[src/hdl/bank4_defs.svh]
// Offsets, field positions, codes and reset values of the bank-4 status logger
`ifndef BANK4_DEFS_SVH
`define BANK4_DEFS_SVH

// Register indices on the plain register port
`define ADDR_STAT_LO 4'h0
`define ADDR_STAT_HI 4'h1
`define ADDR_CTRL 4'h2
`define ADDR_IRQ_STAT 4'h3
`define ADDR_IRQ_CLR 4'h4
`define ADDR_IRQ_EN 4'h5

// Control register bits
`define CTRL_CLEAR 0
`define CTRL_HEALTH 1

// Status field positions
`define B_VAL 63
`define B_UC 61
`define B_EXTRA_INFO_VALID_FLAG 59
`define B_PCC 57
`define B_OVER 62
`define B_SYNV 52
`define F_RSVD_HI 56:55
`define F_HEALTH 54:53
`define F_SYN 51:44
`define F_RSVD_LO 43:42
`define F_FMT 41:40
`define F_COUNT 39:32
`define F_MODEL 31:16
`define F_ARCH 15:0
`define CNT_MAX 8'hFF
`define CNT_FIRST 8'h01
`define CNT_ZERO 8'h00

// Low-order type codes
`define CODE_CACHE 16'h010B
`define CODE_BUS 16'h0E0F
`define CODE_INT 16'h0400

// Cache model-specific constant upper part (bits 31:19)
`define CACHE_FIXED 13'h0400

// Bus detail flag positions within 31:16
`define BUS_FLAG_MASK 16'h0FF7
`define BUS_REQ_PAR 0
`define BUS_C0_ADDR 1
`define BUS_C1_ADDR 2
`define BUS_RSP_PAR 4
`define BUS_IN_PAR 5
`define BUS_C0_DATA 6
`define BUS_C1_DATA 7
`define BUS_DEFER_PAR 8
`define BUS_ECC_BIT 9
`define BUS_DATA_GLITCH 10
`define BUS_REQ_GLITCH 11

// Health codes
`define HEALTH_NONE 2'h0
`define HEALTH_GREEN 2'h1
`define HEALTH_YELLOW 2'h2
`define HEALTH_RSVD 2'h3

// Interrupt bits
`define IRQ_LOG 0
`define IRQ_OVER 1
`define IRQ_SAT 2

`endif

[src/hdl/bank4_pkg.sv]
// Types shared by the bank-4 status logger
package bank4_pkg;
    typedef enum logic [1:0] {
        ERR_CACHE = 2'h0,
        ERR_BUS = 2'h1,
        ERR_INTERNAL = 2'h2
    } err_type_e;

    typedef struct packed {
        logic [7:0] count;
        logic [1:0] misc_fmt;
        logic [7:0] syndrome;
        logic syn_valid;
        logic [1:0] health;
        logic [15:0] model_code;
        logic [15:0] arch_code;
        logic val;
        logic over;
        logic uc;
        logic extra_info_valid_flag;
        logic context_corrupt_flag;
    } status_s;

    typedef struct packed {
        err_type_e etype;
        logic [2:0] way_code;
        logic [11:0] bus_flags;
        logic uncorr;
        logic has_syn;
        logic [7:0] syndrome;
        logic extra_info_valid_flag;
        logic [1:0] misc_fmt;
        logic [1:0] health;
    } event_s;
endpackage

[src/hdl/bank4_error_syndrome_logger.sv]
// Bank-4 error status logger: builds the upper and model-specific status fields
// Function
// - Eight-bit correctable count at bits 39:32, cleared only by cold reset.
// - Count reads 1 after first log, increments, saturates at 255.
// - Bits 41:40 hold extra-info format, meaningful while its valid flag is set.
// - Bits 51:44 hold the syndrome when the syndrome-valid flag is set.
// - Bit 52 set only when a correctable event supplies a syndrome.
// - Bits 54:53 health: 00 none, 01 green, 10 yellow, 11 reserved.
// - Bits 56:32 use one layout for cache, bus and internal errors.
// - Cache way code 000/100 none, 001 multi corr, 010 multi uncorr, 011 tag.
// - Cache way code 101 single corr, 110 single uncorr, 111 mixed.
// - Cache error: bits 20:19 zero, bits 31:21 fixed pattern 0010_0000_000.
// - Bus flags: 16 request, 17/18 core addr, 20 response, 21 inbound data.
// - Bus flags: 22/23 core data, 24 defer parity, 25 inbound data ECC.
// - Bus flags: 26 data strobe glitch, 27 request strobe glitch; 19, 31:28 reserved.
// - A logged bus error carries exactly one detail flag.
// - Inbound data ECC may be either kind; syndrome only when correctable.
// - Every other bus error is logged uncorrectable.
// - Bits 15:0 give the type code for cache, bus or internal errors.
//
// The placing of the registers and the plain strobed port were chosen for this implementation.
`timescale 1ns/1ns
`include "bank4_defs.svh"

module bank4_error_syndrome_logger (
    // Clock and reset
    input wire logic I_CLOCK,
    input wire logic I_NRST,
    // Error event from the detectors
    input wire logic i_ev_valid,
    input wire bank4_pkg::event_s i_ev,
    // Register port
    input wire logic [3:0] i_addr,
    input wire logic [31:0] i_wdata,
    input wire logic i_wr,
    input wire logic i_rd,
    output logic [31:0] o_rdata,
    // Status out and interrupt
    output logic [63:0] o_status,
    output logic o_irq
);

    typedef enum logic [1:0] {
        ST_EMPTY = 2'b01,
        ST_VALID = 2'b10
    } log_state_e;

    ////////////////////////////////////////////////////////////////////////////
    // Field builders

    // Bus detail flags keep their positions; reserved positions always read low
    function automatic logic [15:0] bus_code(input logic [11:0] f);
        logic [15:0] m;
        m = 16'h0000;
        m[`BUS_REQ_PAR] = f[`BUS_REQ_PAR];
        m[`BUS_C0_ADDR] = f[`BUS_C0_ADDR];
        m[`BUS_C1_ADDR] = f[`BUS_C1_ADDR];
        m[`BUS_RSP_PAR] = f[`BUS_RSP_PAR];
        m[`BUS_IN_PAR] = f[`BUS_IN_PAR];
        m[`BUS_C0_DATA] = f[`BUS_C0_DATA];
        m[`BUS_C1_DATA] = f[`BUS_C1_DATA];
        m[`BUS_DEFER_PAR] = f[`BUS_DEFER_PAR];
        m[`BUS_ECC_BIT] = f[`BUS_ECC_BIT];
        m[`BUS_DATA_GLITCH] = f[`BUS_DATA_GLITCH];
        m[`BUS_REQ_GLITCH] = f[`BUS_REQ_GLITCH];
        return m;
    endfunction

    function automatic logic [15:0] model_code(input bank4_pkg::event_s ev);
        logic [15:0] m;
        m = 16'h0000;
        case (ev.etype)
            bank4_pkg::ERR_CACHE: begin
                m = {`CACHE_FIXED, ev.way_code};
            end
            bank4_pkg::ERR_BUS: begin
                m = bus_code(ev.bus_flags);
            end
            default: begin
                m = 16'h0000;
            end
        endcase
        return m;
    endfunction

    function automatic logic [15:0] arch_code(input bank4_pkg::err_type_e t);
        logic [15:0] c;
        c = `CODE_INT;
        case (t)
            bank4_pkg::ERR_CACHE: begin
                c = `CODE_CACHE;
            end
            bank4_pkg::ERR_BUS: begin
                c = `CODE_BUS;
            end
            default: begin
                c = `CODE_INT;
            end
        endcase
        return c;
    endfunction

    function automatic logic one_hot(input logic [15:0] v);
        return (v != 16'h0000) && ((v & (v - 16'h0001)) == 16'h0000);
    endfunction

    // Saturating step: zero goes to the first value, the top value holds
    function automatic logic [7:0] sat_inc(input logic [7:0] c);
        logic [7:0] n;
        n = c;
        if (c == `CNT_ZERO) begin
            n = `CNT_FIRST;
        end else if (c != `CNT_MAX) begin
            n = c + 8'h01;
        end
        return n;
    endfunction

    // Register write decode, shared by the log and register groups
    function automatic logic wr_hit(input logic wr, input logic [3:0] a,
                                    input logic [3:0] idx);
        return wr && (a == idx);
    endfunction

    ////////////////////////////////////////////////////////////////////////////
    // Event qualification

    logic [15:0] ev_model;
    logic ev_is_bus;
    logic ev_bus_ecc;
    logic ev_ok;
    logic ev_uc;
    logic ev_syn;
    logic ev_corr;

    always_comb begin
        ev_model = model_code(i_ev);
        ev_is_bus = (i_ev.etype == bank4_pkg::ERR_BUS);
        ev_bus_ecc = ev_model[`BUS_ECC_BIT];
        // A bus event without a single detail flag is dropped
        ev_ok = i_ev_valid && (!ev_is_bus || one_hot(ev_model));
        // Only inbound data ECC may be correctable on the bus
        if (ev_is_bus) begin
            ev_uc = !ev_bus_ecc || i_ev.uncorr;
        end else begin
            ev_uc = i_ev.uncorr;
        end
        ev_syn = !ev_uc && i_ev.has_syn;
        ev_corr = !ev_uc;
    end

    ////////////////////////////////////////////////////////////////////////////
    // Register write decode

    logic wr_ctrl;
    logic wr_irq_clr;
    logic wr_irq_en;

    always_comb begin
        wr_ctrl = wr_hit(i_wr, i_addr, `ADDR_CTRL);
        wr_irq_clr = wr_hit(i_wr, i_addr, `ADDR_IRQ_CLR);
        wr_irq_en = wr_hit(i_wr, i_addr, `ADDR_IRQ_EN);
    end

    ////////////////////////////////////////////////////////////////////////////
    // Status log state

    log_state_e state_ff, nxt_state;
    bank4_pkg::status_s stat_ff, nxt_stat;
    logic [7:0] count_ff, nxt_count;
    logic health_en_ff, nxt_health_en;
    logic [2:0] irq_stat_ff, nxt_irq_stat;
    logic [2:0] irq_en_ff, nxt_irq_en;
    logic [31:0] rdata_ff, nxt_rdata;
    logic irq_ff, nxt_irq;
    logic take;
    logic over_ev;
    logic sat_ev;
    logic [63:0] stat_word;
    logic [63:0] nxt_status;

    // Packs the struct into the architectural 64-bit image
    function automatic logic [63:0] pack_status(input bank4_pkg::status_s s,
                                                input logic [7:0] cnt);
        logic [63:0] w;
        w = 64'h0;
        w[`B_VAL] = s.val;
        w[`B_OVER] = s.over;
        w[`B_UC] = s.uc;
        w[`B_EXTRA_INFO_VALID_FLAG] = s.extra_info_valid_flag;
        w[`B_PCC] = s.context_corrupt_flag;
        w[`F_RSVD_HI] = 2'h0;
        w[`F_HEALTH] = s.health;
        w[`B_SYNV] = s.syn_valid;
        w[`F_SYN] = s.syn_valid ? s.syndrome : 8'h00;
        w[`F_RSVD_LO] = 2'h0;
        w[`F_FMT] = s.extra_info_valid_flag ? s.misc_fmt : 2'h0;
        w[`F_COUNT] = cnt;
        w[`F_MODEL] = s.model_code;
        w[`F_ARCH] = s.arch_code;
        return w;
    endfunction

    always_comb begin
        nxt_state = state_ff;
        nxt_stat = stat_ff;
        nxt_count = count_ff;
        over_ev = 1'b0;
        // Uncorrected entries are never overwritten; corrected ones may be
        take = ev_ok && !(state_ff == ST_VALID && stat_ff.uc);
        // Overflow marks any event not dropped that finds the entry already valid
        if (ev_ok && state_ff == ST_VALID) begin
            over_ev = 1'b1;
        end
        // Count saturates; only cold reset clears it
        if (ev_ok && ev_corr) begin
            nxt_count = sat_inc(count_ff);
        end
        sat_ev = ev_ok && ev_corr && (count_ff != `CNT_MAX) && (nxt_count == `CNT_MAX);
        if (take) begin
            nxt_stat.val = 1'b1;
            nxt_stat.uc = ev_uc;
            nxt_stat.context_corrupt_flag = ev_uc;
            nxt_stat.extra_info_valid_flag = i_ev.extra_info_valid_flag;
            nxt_stat.misc_fmt = i_ev.misc_fmt;
            nxt_stat.syn_valid = ev_syn;
            nxt_stat.syndrome = ev_syn ? i_ev.syndrome : 8'h00;
            // Reserved health code is demoted to no tracking
            if (i_ev.health == `HEALTH_RSVD || !health_en_ff) begin
                nxt_stat.health = `HEALTH_NONE;
            end else begin
                nxt_stat.health = i_ev.health;
            end
            nxt_stat.model_code = ev_model;
            nxt_stat.arch_code = arch_code(i_ev.etype);
            nxt_state = ST_VALID;
        end
        if (over_ev) begin
            nxt_stat.over = 1'b1;
        end
        // Software clears valid/over; a same-cycle event wins
        if (wr_ctrl && i_wdata[`CTRL_CLEAR] && !ev_ok) begin
            nxt_stat.val = 1'b0;
            nxt_stat.over = 1'b0;
            nxt_state = ST_EMPTY;
        end
        case (state_ff)
            ST_EMPTY, ST_VALID: begin
            end
            default: begin
                nxt_state = ST_EMPTY;
            end
        endcase
    end

    always_ff @(posedge I_CLOCK or negedge I_NRST) begin
        if (!I_NRST) begin
            state_ff <= ST_EMPTY;
            stat_ff <= '0;
            count_ff <= `CNT_ZERO;
        end else begin
            state_ff <= nxt_state;
            stat_ff <= nxt_stat;
            count_ff <= nxt_count;
        end
    end

    ////////////////////////////////////////////////////////////////////////////
    // Registers, interrupts and read data

    always_comb begin
        stat_word = pack_status(stat_ff, count_ff);
        // Image is built here so the output pin is fed by a flop only
        nxt_status = pack_status(nxt_stat, nxt_count);
        nxt_health_en = health_en_ff;
        nxt_irq_en = irq_en_ff;
        nxt_irq_stat = irq_stat_ff;
        if (wr_ctrl) begin
            nxt_health_en = i_wdata[`CTRL_HEALTH];
        end
        if (wr_irq_en) begin
            nxt_irq_en = i_wdata[2:0];
        end
        if (wr_irq_clr) begin
            nxt_irq_stat = irq_stat_ff & ~i_wdata[2:0];
        end
        // Sets after clears so that a coincident event is kept
        if (take) begin
            nxt_irq_stat[`IRQ_LOG] = 1'b1;
        end
        if (over_ev) begin
            nxt_irq_stat[`IRQ_OVER] = 1'b1;
        end
        if (sat_ev) begin
            nxt_irq_stat[`IRQ_SAT] = 1'b1;
        end
        nxt_irq = |(nxt_irq_stat & nxt_irq_en);
        nxt_rdata = 32'h0000_0000;
        if (i_rd) begin
            // Write-only and unmapped indices read as zero
            case (i_addr)
                `ADDR_STAT_LO: begin
                    nxt_rdata = stat_word[31:0];
                end
                `ADDR_STAT_HI: begin
                    nxt_rdata = stat_word[63:32];
                end
                `ADDR_CTRL: begin
                    nxt_rdata = {30'h0, health_en_ff, 1'b0};
                end
                `ADDR_IRQ_STAT: begin
                    nxt_rdata = {29'h0, irq_stat_ff};
                end
                `ADDR_IRQ_EN: begin
                    nxt_rdata = {29'h0, irq_en_ff};
                end
                default: begin
                    nxt_rdata = 32'h0000_0000;
                end
            endcase
        end
    end

    always_ff @(posedge I_CLOCK or negedge I_NRST) begin
        if (!I_NRST) begin
            health_en_ff <= 1'b1;
            irq_en_ff <= 3'h0;
            irq_stat_ff <= 3'h0;
            rdata_ff <= 32'h0000_0000;
            irq_ff <= 1'b0;
            o_status <= 64'h0;
        end else begin
            health_en_ff <= nxt_health_en;
            irq_en_ff <= nxt_irq_en;
            irq_stat_ff <= nxt_irq_stat;
            rdata_ff <= nxt_rdata;
            irq_ff <= nxt_irq;
            o_status <= nxt_status;
        end
    end

    assign o_rdata = rdata_ff;
    assign o_irq = irq_ff;

endmodule

[config.mk]
export PLATFORM = sky130hd
export DESIGN_NAME = bank4_error_syndrome_logger
export DESIGN_NICKNAME = d
export VERILOG_FILES = /design/src/hdl/bank4_pkg.sv /design/src/hdl/bank4_error_syndrome_logger.sv
export VERILOG_INCLUDE_DIRS = /design/src /design/src/hdl
export SDC_FILE = /design/constraint.sdc
export NUM_CORES = 1
export LEC_CHECK = 0
export BUFFER_PORTS_ARGS = -buffer_cell sky130_fd_sc_hd__buf_2
export CAP_MARGIN = 40
export CORE_MARGIN = 4
export CORE_UTILIZATION = 35
export DETAILED_ROUTE_END_ITERATION = 8
export PLACE_DENSITY = 0.58
export SYNTH_ARGS = -nofsm -noshare
export SYNTH_HDL_FRONTEND = slang
export SYNTH_SLANG_ARGS = --single-unit
[constraint.sdc]
create_clock -name I_CLOCK -period 2.3 [get_ports I_CLOCK]
set_input_delay 0.46 -clock I_CLOCK [delete_from_list [all_inputs] [get_ports I_CLOCK]]
set_output_delay 0.46 -clock I_CLOCK [all_outputs]
set_load 0.005 [all_outputs]
==> impl_metrics.env <==
export IMPL_postRouteAntennaNets=0
export IMPL_grt_util_all_layers_pct=15.5
export IMPL_p_int_mw=3.16
export IMPL_detail_route_vias_per_cell=4.75
export IMPL_die_area_um2=14300
export IMPL_synth_seq_cells=91
export IMPL_yosys_top_cells_count="dfrtp_1, nand2_1, buf_4"
export IMPL_vdd_ir_drop_max_mv=0.367
export IMPL_synth_cells=428
export IMPL_grt_ovfl_total=0
export IMPL_cts_tree="built"
export IMPL_dpl_cell_area_um2=5170
export IMPL_maxCapViolCount=0
export IMPL_p_comb_share_pct=21.7
export IMPL_core_rowCount=40
export IMPL_core_um2=12100
export IMPL_worst_ep_required_time_ns=2.52
export IMPL_cp_buffers_inverters=1
export IMPL_syn_area_per_cell_um2=10.2
export IMPL_yosysTopAreaCell="dfrtp_1"
export IMPL_wl_per_cell_um=15.3
export IMPL_hp_class="in2async"
export IMPL_cts_sinks=91
export IMPL_ys_seq_area_share_pct=52.3
export IMPL_switching_share_pct=30.0
export IMPL_root_buffer="clkbuf_16"
export IMPL_synth_edf_count=0
export IMPL_cp_end_kind="flip-flop"
export IMPL_setup_viol_count_final=0
export IMPL_yosys_area_top_type_share_pct=51.0
export IMPL_yosysUniqueCellTypes=54
export IMPL_htree_levels=3
export IMPL_ys_top_cells_by_area="dfrtp_1, buf_4, nand2_1, a22o_1, and3_1"
export IMPL_whs_ns=0.137
export IMPL_hold_viol_final=0
export IMPL_finalMaxSlewViolations=0
export IMPL_drive_gt1_share_pct=37.8
export IMPL_grt_max_degree=92
export IMPL_syn_area_um2=4360
export IMPL_powerDensity_nw_per_um2=816
export IMPL_rsz0062_at_grt="yes"
export IMPL_pwr_share_seq_pct=44.2
export IMPL_synth_flop_cell="dfrtp_1"
export IMPL_yosysMostFrequentCell="dfrtp_1"
export IMPL_arrival_ns=2.46
export IMPL_grt_pass1_wl_mm=17.7
export IMPL_num_io_pins=170
export IMPL_io_buffers=120
export IMPL_cts_made_buffers=9
export IMPL_initial_core_util_pct=36.0
export IMPL_slowest_stage="or4_4"
export IMPL_path_delay_family="simple AND/OR/NAND/NOR gates"
export IMPL_nets=626
export IMPL_fmax_mhz=445
export IMPL_fin_skew_ns=0.00764
export IMPL_period_minus_slack_ns=2.24
export IMPL_clockPowerShare_pct=34.1
export IMPL_clkLatencyLatePin_ns=0.34
export IMPL_min_period_over_period_pct=97.6
export IMPL_antenna_found_initial=0
export IMPL_final_area_um2=5540
export IMPL_num_vias=3441
export IMPL_critical_path_max_stage_delay_ns=0.55
export IMPL_drt_total_wl_mm=11.1
export IMPL_synthArstFlopShare_pct=100
export IMPL_drtIter0Drc=183
export IMPL_die_w_um=120
export IMPL_dr_pass1_iters=4
export IMPL_start_kind="input pin"
export IMPL_cp_num_cells=8
export IMPL_clkTransAtPathRegs_ns=0.07
export IMPL_worst_setup_path_type="in2reg"
export IMPL_grt_pass1_vias=3396
export IMPL_crit_fanout=9
export IMPL_yosys_warnings=0
export IMPL_dpl_hpwl_mm=8.37
export IMPL_status="complete, no violations"
export IMPL_clockBufferDepth=2
export IMPL_area_growth_syn_to_layout_pct=26.9
export IMPL_drc_errors=0
export IMPL_power_switching_mw=1.35
export IMPL_reg2regPathDepth=8
export IMPL_globalplace_congestion=0.818
export IMPL_die_h_um=120
export IMPL_p_leak_nw=2.91
export IMPL_crit_chain="buf_2 -> or4_4 -> and3_4 -> o21ai_2 -> a41o_1 -> nand3_1 -> and2_2 -> or2_1"
kinds of logic after synthesis:
family | Yosys count | synth area share (%)
simple gates | 162 | 18.5
flops | 91 | 52.3
compound gates | 75 | 12.4
fa+ha+maj | 3 | 0.860
buf+inv | 79 | 11.7
other cells | 1 | 0.0860
xor+xnor | 5 | 1.00
mux | 12 | 3.24
worst reg2reg max path: stages, from the launching register on:
cell	delay [ns]
dfrtp_1	0.48
ha_1	0.31
nand3_1	0.13
nor2_1	0.15
nand3_1	0.12
a31o_2	0.27
a31oi_1	0.25
o2111ai_1	0.19
nand3_1	0.12
metal layers:
layer	share of wire, %	wire, um	track usage, %
met5	0	0	0
met1	45	5040	21.4
met3	5.8	639	3.02
met4	1.2	131	5.65
met2	48	5300	24.5
cells in the final DEF (no fill, tap or decap), types with 9 or more instances in the layout:
cell type | netlist | layout
buf_2 | 1 | 119
nand2_1 | 61 | 60
buf_4 | 48 | 42
nand3_1 | 15 | 15
nor2_1 | 23 | 23
a22o_1 | 16 | 16
inv_1 | 10 | 10
o21ai_0 | 14 | 13
conb_1 | 1 | 19
a21oi_1 | 15 | 15
dfrtp_1 | 89 | 89
and3_1 | 21 | 19
clkbuf_16 | 0 | 9
layout make-up:
class | count | area, um^2
Sequential cell | 91 | 2280
Timing Repair Buffer | 162 | 931
Fill cell | 1176 | 6580
Tap cell | 168 | 210
Antenna cell | 1 | 2.50
Clock buffer | 10 | 239
Inverter | 10 | 37.5
Clock inverter | 6 | 76.3
Multi-Input combinational cell | 276 | 1760
worst paths after layout:
path / start / end / slack, ns
setup / recovery: i_ev[21] / o_status[52]$_DFF_PN0_ / 0.06
min in group I_CLOCK: i_ev[0] / o_status[54]$_DFFE_PN0N_ / 0.31
hold reg to reg: stat_ff[28]$_DFFE_PN0N_ / stat_ff[28]$_DFFE_PN0N_ / 0.48
hold / removal: I_NRST / stat_ff[28]$_DFFE_PN0N_ / 0.14
max in group asynchronous: I_NRST / state_ff[0]$_DFFE_PN1P_ / 1.76
setup reg to reg: count_ff[1]$_DFF_PN0_ / irq_stat_ff[2]$_DFF_PN0_ / 0.22
through the flow:
step	setup TNS [ns]	worst slack [ns]	util [%]	power, mW	instances
2_1_floorplan	-1.29	-0.151	-	2.64	446
3_3_place_gp	-9.10	-0.424	42.7	2.97	707
3_5_place_dp	-10.74	-0.410	42.7	2.99	707
4_1_cts	0	0.00869	45.3	4.55	723
5_1_grt	-0.0404	-0.0203	45.7	4.77	723
6_report	0	0.0553	45.7	4.52	724
what timing repair did:
item,CTS,global route
gates resized for setup,3,11
hold buffers,0,0
gates cloned,0,0
setup endpoints to repair,2,22
pin swaps,0,0
hold endpoints to repair,0,0
setup buffers,0,0
power by group through the flow:
stage	logic, mW	registers (mW)	clock network, mW
global route	1.10	2.02	1.64
CTS	0.973	2.00	1.58
finish	0.980	2.00	1.54
floorplan	0.685	1.96	0
detailed placement	0.964	2.03	0
global placement	0.951	2.02	0
sequential cells by signal (all words and copies together), names as in the netlist:
signal and count:
o_irq 1, count_ff 7, health_en_ff 1, irq_stat_ff 3
stat_ff 26, o_status 17, o_rdata 31, state_ff 2
irq_en_ff 3
(Power assumes the default switching activity.)
